[src/emmd_pkg.sv]
// Purpose: shared constants for the emulation memory map decoder
// Assumes: 24-bit access addresses, 8-bit bank numbers
// Notes: fixed-region bounds are defaults; the top module takes them as parameters
package emmd_pkg;
	localparam int ADDR_W       = 24;
	localparam int BANK_W       = 8;
	localparam int NUM_AREAS    = 4;
	localparam int FLASH_BLOCKS = 8;
	// bank bits ignored per length
	localparam int GRAN_SMALL   = 2;   // 256 KB, 4 banks
	localparam int GRAN_LARGE   = 4;   // 1 MB, 16 banks
	// emulation memory capacity in banks of 64 KB
	localparam int CAP_FULL_BANKS = 64;  // 4 MB
	localparam int CAP_EXP_BANKS  = 48;  // 3.00 MB
	localparam logic [7:0] ERASED_BYTE = 8'hff;

	// area length codes
	localparam logic LEN_256K = 1'b0;
	localparam logic LEN_1M   = 1'b1;

	// area mapping codes
	localparam logic [1:0] MAP_NONE = 2'h0;
	localparam logic [1:0] MAP_INT  = 2'h1;
	localparam logic [1:0] MAP_EXT  = 2'h2;

	// processor modes
	localparam logic [1:0] MODE_SINGLE = 2'h0;
	localparam logic [1:0] MODE_MEMEXP = 2'h1;
	localparam logic [1:0] MODE_MICRO  = 2'h2;

	// targets, one-hot
	localparam logic [3:0] TGT_EMEM = 4'h1;
	localparam logic [3:0] TGT_MCU  = 4'h2;
	localparam logic [3:0] TGT_EXT  = 4'h4;
	localparam logic [3:0] TGT_MON  = 4'h8;

	// erase sequencer states
	typedef enum logic [2:0] {
		EMMD_IDLE  = 3'b001,
		EMMD_ERASE = 3'b010,
		EMMD_DONE  = 3'b100
	} emmd_state_t;
endpackage : emmd_pkg

[src/emmd_decoder.sv]
// Purpose: steers each emulated access to one target, places the monitor bank,
//          and clears selected flash blocks at download
// Assumes: access address and strobe come from logic on this clock
// Notes: target and status outputs are registered, one cycle after the access
`timescale 1ns/100ps
`default_nettype none
module emmd_decoder
	import emmd_pkg::*;
#(
	parameter logic [ADDR_W-1:0] SFR_END      = 24'h000400,
	parameter logic [ADDR_W-1:0] RAM_END      = 24'h008000,
	parameter logic [ADDR_W-1:0] ROM_BASE     = 24'hf00000,
	parameter logic [ADDR_W-1:0] VEC_BASE     = 24'hffffdc,
	parameter logic [ADDR_W-1:0] RSV_BASE     = 24'h008000,
	parameter logic [ADDR_W-1:0] RSV_END      = 24'h00f000,
	parameter logic [BANK_W-1:0] MUX_BANK_LO  = 8'h00,
	parameter logic [BANK_W-1:0] MUX_BANK_HI  = 8'h00,
	parameter int                FBLK_BANKS_W = 4
)(
	input  wire logic                      clock,
	input  wire logic                      rst_n,
	input  wire logic [1:0]                proc_mode,
	input  wire logic [NUM_AREAS*BANK_W-1:0] area_base,
	input  wire logic [NUM_AREAS-1:0]      area_len,
	input  wire logic [NUM_AREAS*2-1:0]    area_map,
	input  wire logic [BANK_W-1:0]         mon_bank,
	input  wire logic                      acc_valid,
	input  wire logic [ADDR_W-1:0]         acc_addr,
	input  wire logic [FLASH_BLOCKS-1:0]   flash_keep,
	input  wire logic                      dl_start,
	output logic [3:0]                     acc_target,
	output logic                           acc_done,
	output logic                           mon_reject,
	output logic                           cfg_error,
	output logic                           erase_busy,
	output logic                           erase_done,
	output logic                           erase_stb,
	output logic [$clog2(FLASH_BLOCKS)-1:0] erase_block,
	output logic [7:0]                     erase_value
);
	// refuse flash block settings the sequencer cannot step through
	if (FLASH_BLOCKS < 2 || FBLK_BANKS_W < 1) begin : g_bad_param
		$error("emmd_decoder: bad flash block parameters");
	end

	localparam int BI_W = $clog2(FLASH_BLOCKS);
	localparam logic [BI_W-1:0] LAST_BLK = BI_W'(FLASH_BLOCKS - 1);

	////////////////////////////////////////////////////////////////////////////
	// fixed regions
	wire logic [BANK_W-1:0] acc_bank = acc_addr[ADDR_W-1:ADDR_W-BANK_W];
	wire logic areas_on  = (proc_mode == MODE_MEMEXP) || (proc_mode == MODE_MICRO);
	wire logic rom_on    = (proc_mode == MODE_SINGLE) || (proc_mode == MODE_MEMEXP);
	wire logic in_vec    = acc_addr >= VEC_BASE;
	wire logic in_sfrram = acc_addr < RAM_END;
	wire logic in_rom    = rom_on && (acc_addr >= ROM_BASE);
	wire logic in_rsv    = (acc_addr >= RSV_BASE) && (acc_addr < RSV_END);
	// any fixed region, used by the checks below
	wire logic in_fixed  = in_vec || in_sfrram || in_rom || in_rsv;

	// bank check used for the monitor placement
	function automatic logic bank_forbidden(input logic [BANK_W-1:0] b);
		logic [BANK_W-1:0] rom_bank;
		logic [BANK_W-1:0] ram_bank;
		rom_bank = ROM_BASE[ADDR_W-1:ADDR_W-BANK_W];
		ram_bank = RAM_END[ADDR_W-1:ADDR_W-BANK_W];
		bank_forbidden = (b >= rom_bank) || (b <= ram_bank)
			|| ((b >= MUX_BANK_LO) && (b <= MUX_BANK_HI));
	endfunction : bank_forbidden

	////////////////////////////////////////////////////////////////////////////
	// configured areas
	logic [NUM_AREAS-1:0] a_hit;
	logic [NUM_AREAS-1:0] a_int;
	logic [NUM_AREAS-1:0] a_mis;
	genvar gi;
	generate
		for (gi = 0; gi < NUM_AREAS; gi++) begin : g_area
			emmd_area_match u_match (
				.bank      (acc_bank),
				.base      (area_base[gi*BANK_W +: BANK_W]),
				.len       (area_len[gi]),
				.map       (area_map[gi*2 +: 2]),
				.hit       (a_hit[gi]),
				.hit_int   (a_int[gi]),
				.misaligned(a_mis[gi])
			);
		end
	endgenerate

	// total internal length in banks
	logic [7:0] int_banks;
	always_comb begin
		int_banks = 8'h00;
		for (int i = 0; i < NUM_AREAS; i++) begin
			if (area_map[i*2 +: 2] == MAP_INT)
				int_banks = int_banks + ((area_len[i] == LEN_1M)
					? 8'(1 << GRAN_LARGE) : 8'(1 << GRAN_SMALL));
		end
	end
	wire logic [7:0] cap_banks = (proc_mode == MODE_MEMEXP) ? 8'(CAP_EXP_BANKS)
		: 8'(CAP_FULL_BANKS);
	wire logic over_cap = areas_on && (int_banks > cap_banks);
	// overlapping hits flag a host mistake
	wire logic overlap  = areas_on && acc_valid && ($countones(a_hit) > 1);
	wire logic cfg_bad  = over_cap || overlap || (|a_mis);

	////////////////////////////////////////////////////////////////////////////
	// target selection, fixed first, then monitor, then areas, then external
	wire logic mon_bad   = bank_forbidden(mon_bank);
	wire logic in_mon    = !mon_bad && (acc_bank == mon_bank);
	wire logic area_int  = areas_on && (|a_int);
	wire logic [3:0] tgt_nxt =
		in_vec    ? TGT_EMEM :
		in_sfrram ? TGT_MCU  :
		in_rom    ? TGT_MCU  :
		in_rsv    ? TGT_MCU  :
		in_mon    ? TGT_MON  :
		area_int  ? TGT_EMEM :
		TGT_EXT;

	// register the decode result
	always_ff @(posedge clock) begin
		if (!rst_n) begin
			acc_target <= TGT_EXT;
			acc_done   <= 1'b0;
			mon_reject <= 1'b0;
			cfg_error  <= 1'b0;
		end else begin
			acc_done   <= acc_valid;
			mon_reject <= mon_bad;
			cfg_error  <= cfg_bad;
			if (acc_valid)
				acc_target <= tgt_nxt;
		end
	end

	////////////////////////////////////////////////////////////////////////////
	// flash erase sequencer, one block per cycle
	emmd_state_t      st_r;
	emmd_state_t      st_nxt;
	logic [BI_W-1:0]  blk_r;
	wire logic        last = blk_r == LAST_BLK;
	wire logic        do_erase = (st_r == EMMD_ERASE) && !flash_keep[blk_r];

	// next state: one pass through the blocks, then a done cycle
	always_comb begin
		case (st_r)
			EMMD_IDLE:  st_nxt = dl_start ? EMMD_ERASE : EMMD_IDLE;
			EMMD_ERASE: st_nxt = last ? EMMD_DONE : EMMD_ERASE;
			EMMD_DONE:  st_nxt = EMMD_IDLE;
			default:    st_nxt = EMMD_IDLE;
		endcase
	end

	// sequencer registers
	always_ff @(posedge clock) begin
		if (!rst_n) begin
			st_r        <= EMMD_IDLE;
			blk_r       <= '0;
			erase_busy  <= 1'b0;
			erase_done  <= 1'b0;
			erase_stb   <= 1'b0;
			erase_block <= '0;
			erase_value <= ERASED_BYTE;
		end else begin
			st_r        <= st_nxt;
			blk_r       <= (st_r == EMMD_ERASE && !last) ? blk_r + 1'b1 : '0;
			erase_busy  <= st_nxt == EMMD_ERASE;
			erase_done  <= st_nxt == EMMD_DONE;
			erase_stb   <= do_erase;
			erase_block <= blk_r;
			erase_value <= ERASED_BYTE;
		end
	end

	////////////////////////////////////////////////////////////////////////////
	// checks
	// fixed regions override every area setting
	vector_emem_a: assert property (@(posedge clock) disable iff (!rst_n)
		acc_valid && acc_addr >= VEC_BASE |=> acc_target == TGT_EMEM)
		else $error("vector access not to emulator memory");

	sfr_mcu_a: assert property (@(posedge clock) disable iff (!rst_n)
		acc_valid && acc_addr < RAM_END |=> acc_target == TGT_MCU)
		else $error("sfr/ram access not to mcu");

	rom_flash_a: assert property (@(posedge clock) disable iff (!rst_n)
		acc_valid && rom_on && acc_addr >= ROM_BASE |=> acc_target == TGT_MCU)
		else $error("rom access not to flash");

	rsv_mcu_a: assert property (@(posedge clock) disable iff (!rst_n)
		acc_valid && in_rsv && !in_vec |=> acc_target == TGT_MCU)
		else $error("reserved access not to mcu");

	// areas stay off in single-chip mode
	single_no_area_a: assert property (@(posedge clock) disable iff (!rst_n)
		acc_valid && proc_mode == MODE_SINGLE |=> acc_target != TGT_EMEM
			|| $past(acc_addr) >= VEC_BASE)
		else $error("area used in single-chip mode");

	// exactly one target per access, done one cycle later
	one_target_a: assert property (@(posedge clock) disable iff (!rst_n)
		acc_done |-> $onehot(acc_target))
		else $error("target not one-hot");

	done_pulse_a: assert property (@(posedge clock) disable iff (!rst_n)
		acc_done == $past(acc_valid))
		else $error("access done not one cycle after strobe");

	// addresses outside every region go to the user system
	default_ext_a: assert property (@(posedge clock) disable iff (!rst_n)
		acc_valid && !in_vec && !in_sfrram && !in_rom && !in_rsv && !in_mon
			&& !(areas_on && |a_hit) |=> acc_target == TGT_EXT)
		else $error("unmapped access not external");

	// area mapping choices
	area_int_a: assert property (@(posedge clock) disable iff (!rst_n)
		acc_valid && area_int && !in_vec && !in_sfrram && !in_rom && !in_rsv
			&& !in_mon |=> acc_target == TGT_EMEM)
		else $error("internal area not to emulation memory");

	area_ext_a: assert property (@(posedge clock) disable iff (!rst_n)
		acc_valid && areas_on && (|(a_hit & ~a_int)) && !(|a_int) && !in_fixed
			&& !in_mon |=> acc_target == TGT_EXT)
		else $error("external or unused area not to user system");

	// host mistakes show on the error flag
	misalign_err_a: assert property (@(posedge clock) disable iff (!rst_n)
		(|a_mis) |=> cfg_error)
		else $error("misaligned area base not flagged");

	cap_err_a: assert property (@(posedge clock) disable iff (!rst_n)
		over_cap |=> cfg_error)
		else $error("capacity overrun not flagged");

	// a forbidden monitor bank is flagged and never hit
	mon_reject_a: assert property (@(posedge clock) disable iff (!rst_n)
		mon_bad && $stable(mon_bank) |=> mon_reject)
		else $error("forbidden monitor bank accepted");

	mon_never_a: assert property (@(posedge clock) disable iff (!rst_n)
		acc_valid && mon_bad |=> acc_target != TGT_MON)
		else $error("forbidden monitor bank was hit");

	mon_hit_a: assert property (@(posedge clock) disable iff (!rst_n)
		acc_valid && in_mon && !in_fixed |=> acc_target == TGT_MON)
		else $error("monitor bank access not to monitor");

	// erase pass: eight busy cycles, then done, strobes only for unkept blocks
	keep_block_a: assert property (@(posedge clock) disable iff (!rst_n)
		st_r == EMMD_ERASE && flash_keep[blk_r] |=> !erase_stb)
		else $error("preserved block erased");

	stb_block_a: assert property (@(posedge clock) disable iff (!rst_n)
		erase_stb |-> !flash_keep[erase_block])
		else $error("strobe names a preserved block");

	erase_seq_a: assert property (@(posedge clock) disable iff (!rst_n)
		st_r == EMMD_IDLE && dl_start |=> erase_busy ##[1:16] erase_done)
		else $error("erase sequence did not finish");

	busy_len_a: assert property (@(posedge clock) disable iff (!rst_n)
		st_r == EMMD_IDLE && dl_start |=> erase_busy [*8] ##1 (!erase_busy && erase_done))
		else $error("erase pass length wrong");

	stb_window_a: assert property (@(posedge clock) disable iff (!rst_n)
		erase_stb |-> erase_busy || erase_done)
		else $error("erase strobe outside a pass");

	erase_val_a: assert property (@(posedge clock) disable iff (!rst_n)
		erase_stb |-> erase_value == ERASED_BYTE)
		else $error("erase value wrong");

	// main scenarios
	cov_area_c:  cover property (@(posedge clock) acc_done && acc_target == TGT_EMEM);
	cov_ext_c:   cover property (@(posedge clock) acc_done && acc_target == TGT_EXT);
	cov_mon_c:   cover property (@(posedge clock) acc_done && acc_target == TGT_MON);
	cov_mcu_c:   cover property (@(posedge clock) acc_done && acc_target == TGT_MCU);
	cov_erase_c: cover property (@(posedge clock) erase_done);
endmodule : emmd_decoder
`default_nettype wire

[src/emmd_area_match.sv]
// Purpose: tests one configured area against an access bank
// Assumes: bank values aligned by the configuring party
// Notes: purely combinational
`timescale 1ns/100ps
`default_nettype none
module emmd_area_match
	import emmd_pkg::*;
(
	input  wire logic [BANK_W-1:0] bank,
	input  wire logic [BANK_W-1:0] base,
	input  wire logic              len,
	input  wire logic [1:0]        map,
	output logic                   hit,
	output logic                   hit_int,
	output logic                   misaligned
);
	// compare only the bank bits above the granularity
	wire logic hit_small = bank[BANK_W-1:GRAN_SMALL] == base[BANK_W-1:GRAN_SMALL];
	wire logic hit_large = bank[BANK_W-1:GRAN_LARGE] == base[BANK_W-1:GRAN_LARGE];
	wire logic mis_small = |base[GRAN_SMALL-1:0];
	wire logic mis_large = |base[GRAN_LARGE-1:0];

	assign hit        = (len == LEN_1M) ? hit_large : hit_small;
	assign hit_int    = hit && (map == MAP_INT);
	assign misaligned = (len == LEN_1M) ? mis_large : mis_small;
endmodule : emmd_area_match
`default_nettype wire

[config.mk]
export PLATFORM = sky130hd
export DESIGN_NAME = emmd_decoder
export DESIGN_NICKNAME = d
export VERILOG_FILES = /design/src/emmd_pkg.sv /design/src/emmd_decoder.sv /design/src/emmd_area_match.sv
export SDC_FILE = /design/constraint.sdc
export NUM_CORES = 1
export LEC_CHECK = 0
export ABC_AREA = 1
export BUFFER_PORTS_ARGS = -buffer_cell sky130_fd_sc_hd__buf_2
export CAP_MARGIN = 20
export CORE_MARGIN = 2
export CORE_UTILIZATION = 30
export DETAILED_ROUTE_END_ITERATION = 8
export PLACE_DENSITY = 0.64
export SLEW_MARGIN = 0
export SYNTH_ARGS = -nofsm -noshare
export SYNTH_HDL_FRONTEND = slang
export SYNTH_HIERARCHICAL = 1
export SYNTH_SLANG_ARGS = --single-unit
[constraint.sdc]
create_clock -name clock -period 3.58 [get_ports clock]
set_clock_uncertainty 0.05 [all_clocks]
set_input_delay 0.716 -clock clock [delete_from_list [all_inputs] [get_ports clock]]
set_output_delay 0.716 -clock clock [all_outputs]
set_load 0.02 [all_outputs]
# After elaboration in Yosys (flattened, before gate mapping)
# Index checks and enable logic that the tools add are counted.
# totals
regBits	19
inputBits	90
output_inout_bits	21
word_cells	111
# classes
n_addsub	7
order_cmp	11
eq_ne	20
muxes	28
reduce_logical	35
# ops
cell	count
24-bit >= comparator, second input constant	2
24-bit by 16-bit less-than comparator with 1-bit output, second input constant	2
8-bit 2-to-1 mux	4
8-bit by 5-bit adder with 8-bit output	3
6-bit == test	4
24-bit by 16-bit >= comparator with 1-bit output, second input constant	1
4-bit OR reduction	6
4-bit 2-to-1 mux	5
5-bit 2-to-1 mux	4
4-bit == test	4
1-bit logical AND	14
2-bit by 1-bit == test with 1-bit output, second input constant	5
1-bit 2-to-1 mux	9
8-bit == test	1
8-bit by 1-bit >= comparator with 1-bit output, second input constant	1
8-bit >= comparator, second input constant	1
8-bit by 7-bit greater-than comparator with 1-bit output	1
8-bit by 1-bit less-or-equal comparator with 1-bit output, second input constant	1
2-bit OR reduction	4
7-bit 2-to-1 mux	1
3-bit by 2-bit == test with 1-bit output, second input constant	2
3-bit == test, second input constant	2
1-bit logical OR	6
3-bit 2-to-1 mux	2
other kinds (13)	16

# Longest topological paths before layout
# depth
ltp_word	12
mapped_depth	23
mapped_depth_nobuf	23

# Hierarchy
# Netlist, hierarchy kept.
# by_module_without_submodules
module	instances	cells_per_inst	area_per_inst_um2
emmd_decoder	1	224	1545.2
emmd_area_match	4	41	156.4

# Worst setup path before layout
# Ideal clock, no wire load.
# synth_timing
path_kind	input port to flip-flop
start	input area_len[0]
end	register cfg_error
setup_time_ps	125
t_arrival_ps	3355
path_slack_ps	50
cell_stages	21
path_buffers	0
path_cell_list	nor3_1 -> ha_1 -> nand2_1 -> nand2_1 -> ha_1 -> ha_1 -> xnor2_1 -> o21ai_1 -> ha_1 -> nand2_1 -> nand3b_4 -> a21oi_4 -> xnor2_1 -> inv_1 -> ha_1 -> a21oi_1 -> o21bai_1 -> nand2_1 -> nand3_1 -> nand2_1 -> a21oi_2
# synth_between
elab_chain_cells	12
# synth_rtl
item	line_no	text
from (decl)	emmd_decoder.sv:24	input wire logic [NUM_AREAS-1:0] area_len,
5-bit 2-to-1 mux	emmd_decoder.sv:98	? 8'(1 << GRAN_LARGE) : 8'(1 << GRAN_SMALL));
8-bit 2-to-1 mux	emmd_decoder.sv:96	if (area_map[i*2 +: 2] == MAP_INT)
8-bit by 5-bit adder with 8-bit output	emmd_decoder.sv:97	int_banks = int_banks + ((area_len[i] == LEN_1M)
8-bit 2-to-1 mux	emmd_decoder.sv:96	
8-bit by 5-bit adder with 8-bit output	emmd_decoder.sv:97	
8-bit 2-to-1 mux	emmd_decoder.sv:96	
8-bit by 5-bit adder with 8-bit output	emmd_decoder.sv:97	
8-bit 2-to-1 mux	emmd_decoder.sv:96	
8-bit by 7-bit greater-than comparator with 1-bit output	emmd_decoder.sv:103	wire logic over_cap = areas_on && (int_banks > cap_banks);
1-bit logical AND	emmd_decoder.sv:103	
1-bit logical OR	emmd_decoder.sv:106	wire logic cfg_bad = over_cap || overlap || (|a_mis);
1-bit logical OR *	emmd_decoder.sv:106	
to (signal assigned)	emmd_decoder.sv:132	cfg_error <= cfg_bad;
to (decl)	emmd_decoder.sv:34	output logic cfg_error,
# Every way passes the cells marked *; elsewhere a longest branch is shown, timed or not.
# A chain may end at the register's enable or synchronous reset.

# Worst setup path after layout
# layout_timing
start	input area_map[1]
end	register cfg_error
# layout_between
elab_chain_cells	12
# layout_rtl
item	line_no	text
from (decl)	emmd_decoder.sv:25	input wire logic [NUM_AREAS*2-1:0] area_map,
2-bit by 1-bit == test with 1-bit output *	emmd_decoder.sv:96	
8-bit 2-to-1 mux *	emmd_decoder.sv:96	
8-bit by 5-bit adder with 8-bit output	emmd_decoder.sv:97	
8-bit 2-to-1 mux *	emmd_decoder.sv:96	
8-bit by 5-bit adder with 8-bit output	emmd_decoder.sv:97	
8-bit 2-to-1 mux *	emmd_decoder.sv:96	
8-bit by 5-bit adder with 8-bit output	emmd_decoder.sv:97	
8-bit 2-to-1 mux *	emmd_decoder.sv:96	
8-bit by 7-bit greater-than comparator with 1-bit output *	emmd_decoder.sv:103	
1-bit logical AND *	emmd_decoder.sv:103	
1-bit logical OR * (2 in a row)	emmd_decoder.sv:106	
# Marked as above.

==> reports/qor.yml <==
status:
  outcome: "complete, no violations"
detailed_routing:
  final_antenna_net_count: 0
  vias_per_cell: 4.26
  drt-wirelength-per-cell_um: 9.47
  firstDrtPassIters: 4
  wl_um: 5670
  drc: 0
  vias: 2551
  first_iter_violations: 54
critical_path:
  critPathSlowestCell: "ha_1"
  max_stage_delay_ns: 0.30
  crit_path_start_kind: "input pin"
  critPathTopFamily: "adder cells"
  crit_fanout: 4
  end_kind: "flop"
  reg2reg_slack_ns: 2.30
  cp_num_buf_inv: 2
  cp_cell_sequence: "buf_2, nor3_2, ha_1, nand2_2, nand2_2, ha_4, ha_4, xnor2_2, o21ai_2, ha_1, nand2_1, nand3b_4, a21oi_4, xnor2_1, inv_1, ha_4, a21oi_2, o21bai_1, nand2_1, nand3_1, nand2_1, a21oi_2"
  cp.arrival_ns: 3.61
  path_class: "input pin to flop"
  crit_required_ns: 3.72
worst_hold_path:
  hp-class: "flop to flop"
place:
  gp_congestion: 0.809
  place.detailed.hpwl_um: 4880
  port_buffers: 100
  preCtsSetupSlack_ns: -0.335
  place_area_um2: 2830
timing:
  setup_viol: 0
  min_period_ns: 3.47
  max_slew_margin_pct: 61.9
  worst_pin_slew_ns: 0.567
  hold_viol: 0
  fin_setup_tns_ns: 0
  drv_slew: 0
  rsz0062_at_grt: "true"
  finalWorstSetupSlack_ns: 0.111
  finalCritPeriodShare_pct: 96.9
  fmax_mhz: 288
global_routing:
  antenna_found_initial: 0
  grt_pass1_wl_um: 8980
  track_usage_pct: 13.8
  grt_max_degree: 12
  grt_pass1_vias: 2196
  grt.overflow.total: 0
clock_network:
  cts.htree.levels: 1
  clkSinkCount: 19
  cts_tree: "done"
  path_clk_slew_ns: 0.06
  cts_root_buf: "clkbuf_8"
  cts_made_buffers: 3
  clk_latency_ns: 0.25
  cts.path.max_buffers: 2
synthesis:
  ys_seq_elements: 19
  synth.area.top_cells: "nand2_1, dfxtp_1, inv_1, ha_1, nor2_1"
  yosys_warnings: 6
  syn-mean-instance-area_um2: 5.59
  yosysUniqueCellTypes: 34
  yosysSeqAreaShare_pct: 17.5
  syn_inst: 388
  synth.top_cell.area_share_pct: 20.6
  netlist_area_um2: 2170
  synth_top_cell_by_area: "nand2_1"
final_layout:
  n_fill_cell: 811
  ff_latch_area_um2: 380
  design_area_um2: 2970
  areaGrowthSynthToFinish_pct: 36.7
  drive_gt1_share_pct: 27.8
  multi_input_area_um2: 1500
  fin_util_pct: 41.6
  nNetsFinal: 607
  antenna_cells: 0
power:
  total_power_uw: 603
  irDropWorstVdd_mv: 0.0910
  leakagePower_nw: 1.84
  power_density_nw_per_um2: 203
floorplan:
  io-pin-count: 111
  die_area_um2: 7930
  rows: 31
  dieHeight_um: 89.1
  die_w_um: 89.1
  start_util_pct: 30.4
  design.core.area_um2: 7140
job:
  cap_violations: 0
==> path summary, 6_finish.rpt <==
check,from,end,cells past startpoint
worst min register to register,acc_target[1]$_SDFFE_PN0P_,acc_target[1]$_SDFFE_PN0P_,2
worst max register to register,blk_r[0]$_SDFF_PN0_,blk_r[0]$_SDFF_PN0_,5
worst max-delay path,area_map[1],cfg_error$_SDFF_PN0_,22
worst min-delay path,acc_target[1]$_SDFFE_PN0P_,acc_target[1]$_SDFFE_PN0P_,2
==> power by group <==
group,total (mW),internal (mW),leakage (nW),switching (mW)
logic,0.239,0.106,1.66,0.133
registers,0.219,0.217,0.155,0.00214
clock network,0.145,0.0790,0.0228,0.0660
total,0.603,0.402,1.84,0.201
==> cell type report <==
cell class / instances / share of cell area (%)
tap: 99 / 4.18
multi-input combinational: 277 / 50.7
timing repair buffer: 110 / 19.4
inverter: 90 / 11.4
sequential: 19 / 12.8
clock buffer: 4 / 1.52
==> flip-flops by register name (all words and copies together) (netlist names) <==
register and count:
erase_block 3, acc_done 1, mon_reject 1, acc_target 4
erase_busy 1, cfg_error 1, erase_done 1, blk_r 3
st_r 3, erase_stb 1
==> per-stage QoR <==
stage / hold WS [ns] / instances
6_report: 0.419 / 599
3_3_place_gp: 0.411 / 595
5_1_grt: 0.451 / 599
2_1_floorplan: 0.387 / 395
3_5_place_dp: 0.416 / 595
4_1_cts: 0.426 / 599
==> cell usage in the layout, fill, tap and decap left out, types with 2 or more instances in the layout <==
cell type and n:
o21ai_1 3, o21bai_1 2, ha_1 11, nor4_1 3, clkbuf_8 3, nor3_2 2, inv_1 84, nand2_1 116
ha_4 4, xnor2_1 6, conb_1 8, a21oi_1 12, or2_1 2, a31oi_1 2, dfxtp_1 19, nor2_1 50
nor3_1 4, inv_2 6, nand3_1 14, a21oi_2 3, o21ai_0 9, nand4_1 5, xor2_1 4, nand2_2 4
buf_4 10, buf_2 100
==> cells by family (layout without fill, tap and decap cells) <==
kind of cell	after synthesis	count (layout)	synth area share, %
AND/OR/NAND/NOR	206	206	39.8
buffers and inverters	99	204	18.5
AO/OA/AOI/OAI	36	36	10.0
flip-flops	19	19	17.5
adder cells (fa/ha/maj)	16	16	9.57
XOR/XNOR	11	11	4.44
other	1	8	0.173
==> per-layer routing <==
metal	vias up	routed length (um)	global-route usage, %
met3	10	355	0.646
met4	0	72	3.26
met1	1074	2520	16.8
met5	-	0	0
li1	1381	-	-
met2	86	2720	26.7
==> Yosys cell counts <==
library cell	number
nor4_1	3
or2_0	1
nor3_2	1
dfxtp_1	19
clkbuf_1	1
conb_1	1
and2_1	1
buf_4	8
inv_2	5
xnor2_1	7
o21ai_1	4
nand4_1	5
ha_1	15
o21ai_0	9
a21oi_2	2
fa_1	1
a221oi_1	1
o41ai_1	1
and3_1	1
nand3_1	14
nor3_1	6
inv_1	85
nor2_4	1
nand2_2	1
nand3b_4	1
a21oi_1	13
nand2_1	119
xor2_1	4
a21oi_4	1
a31oi_1	2
nor2_1	50
or2_1	2
o21bai_1	2
a31o_2	1
==> worst register-to-register path: stages (launching register included) <==
cell and delay, ns:
dfxtp_1 0.49, ha_1 0.21, ha_1 0.19, inv_1 0.08
nand2_1 0.11, nor2_1 0.05
==> what timing repair did <==
item	in CTS	in global routing
cloned	0	0
endpoints found under the setup margin	1	1
hold endpoints to repair	0	0
setup buffers	0	0
pin swaps	2	9
hold buffers	0	0
resized for setup	2	14
Note: power is estimated with default switching activity, not from simulation.
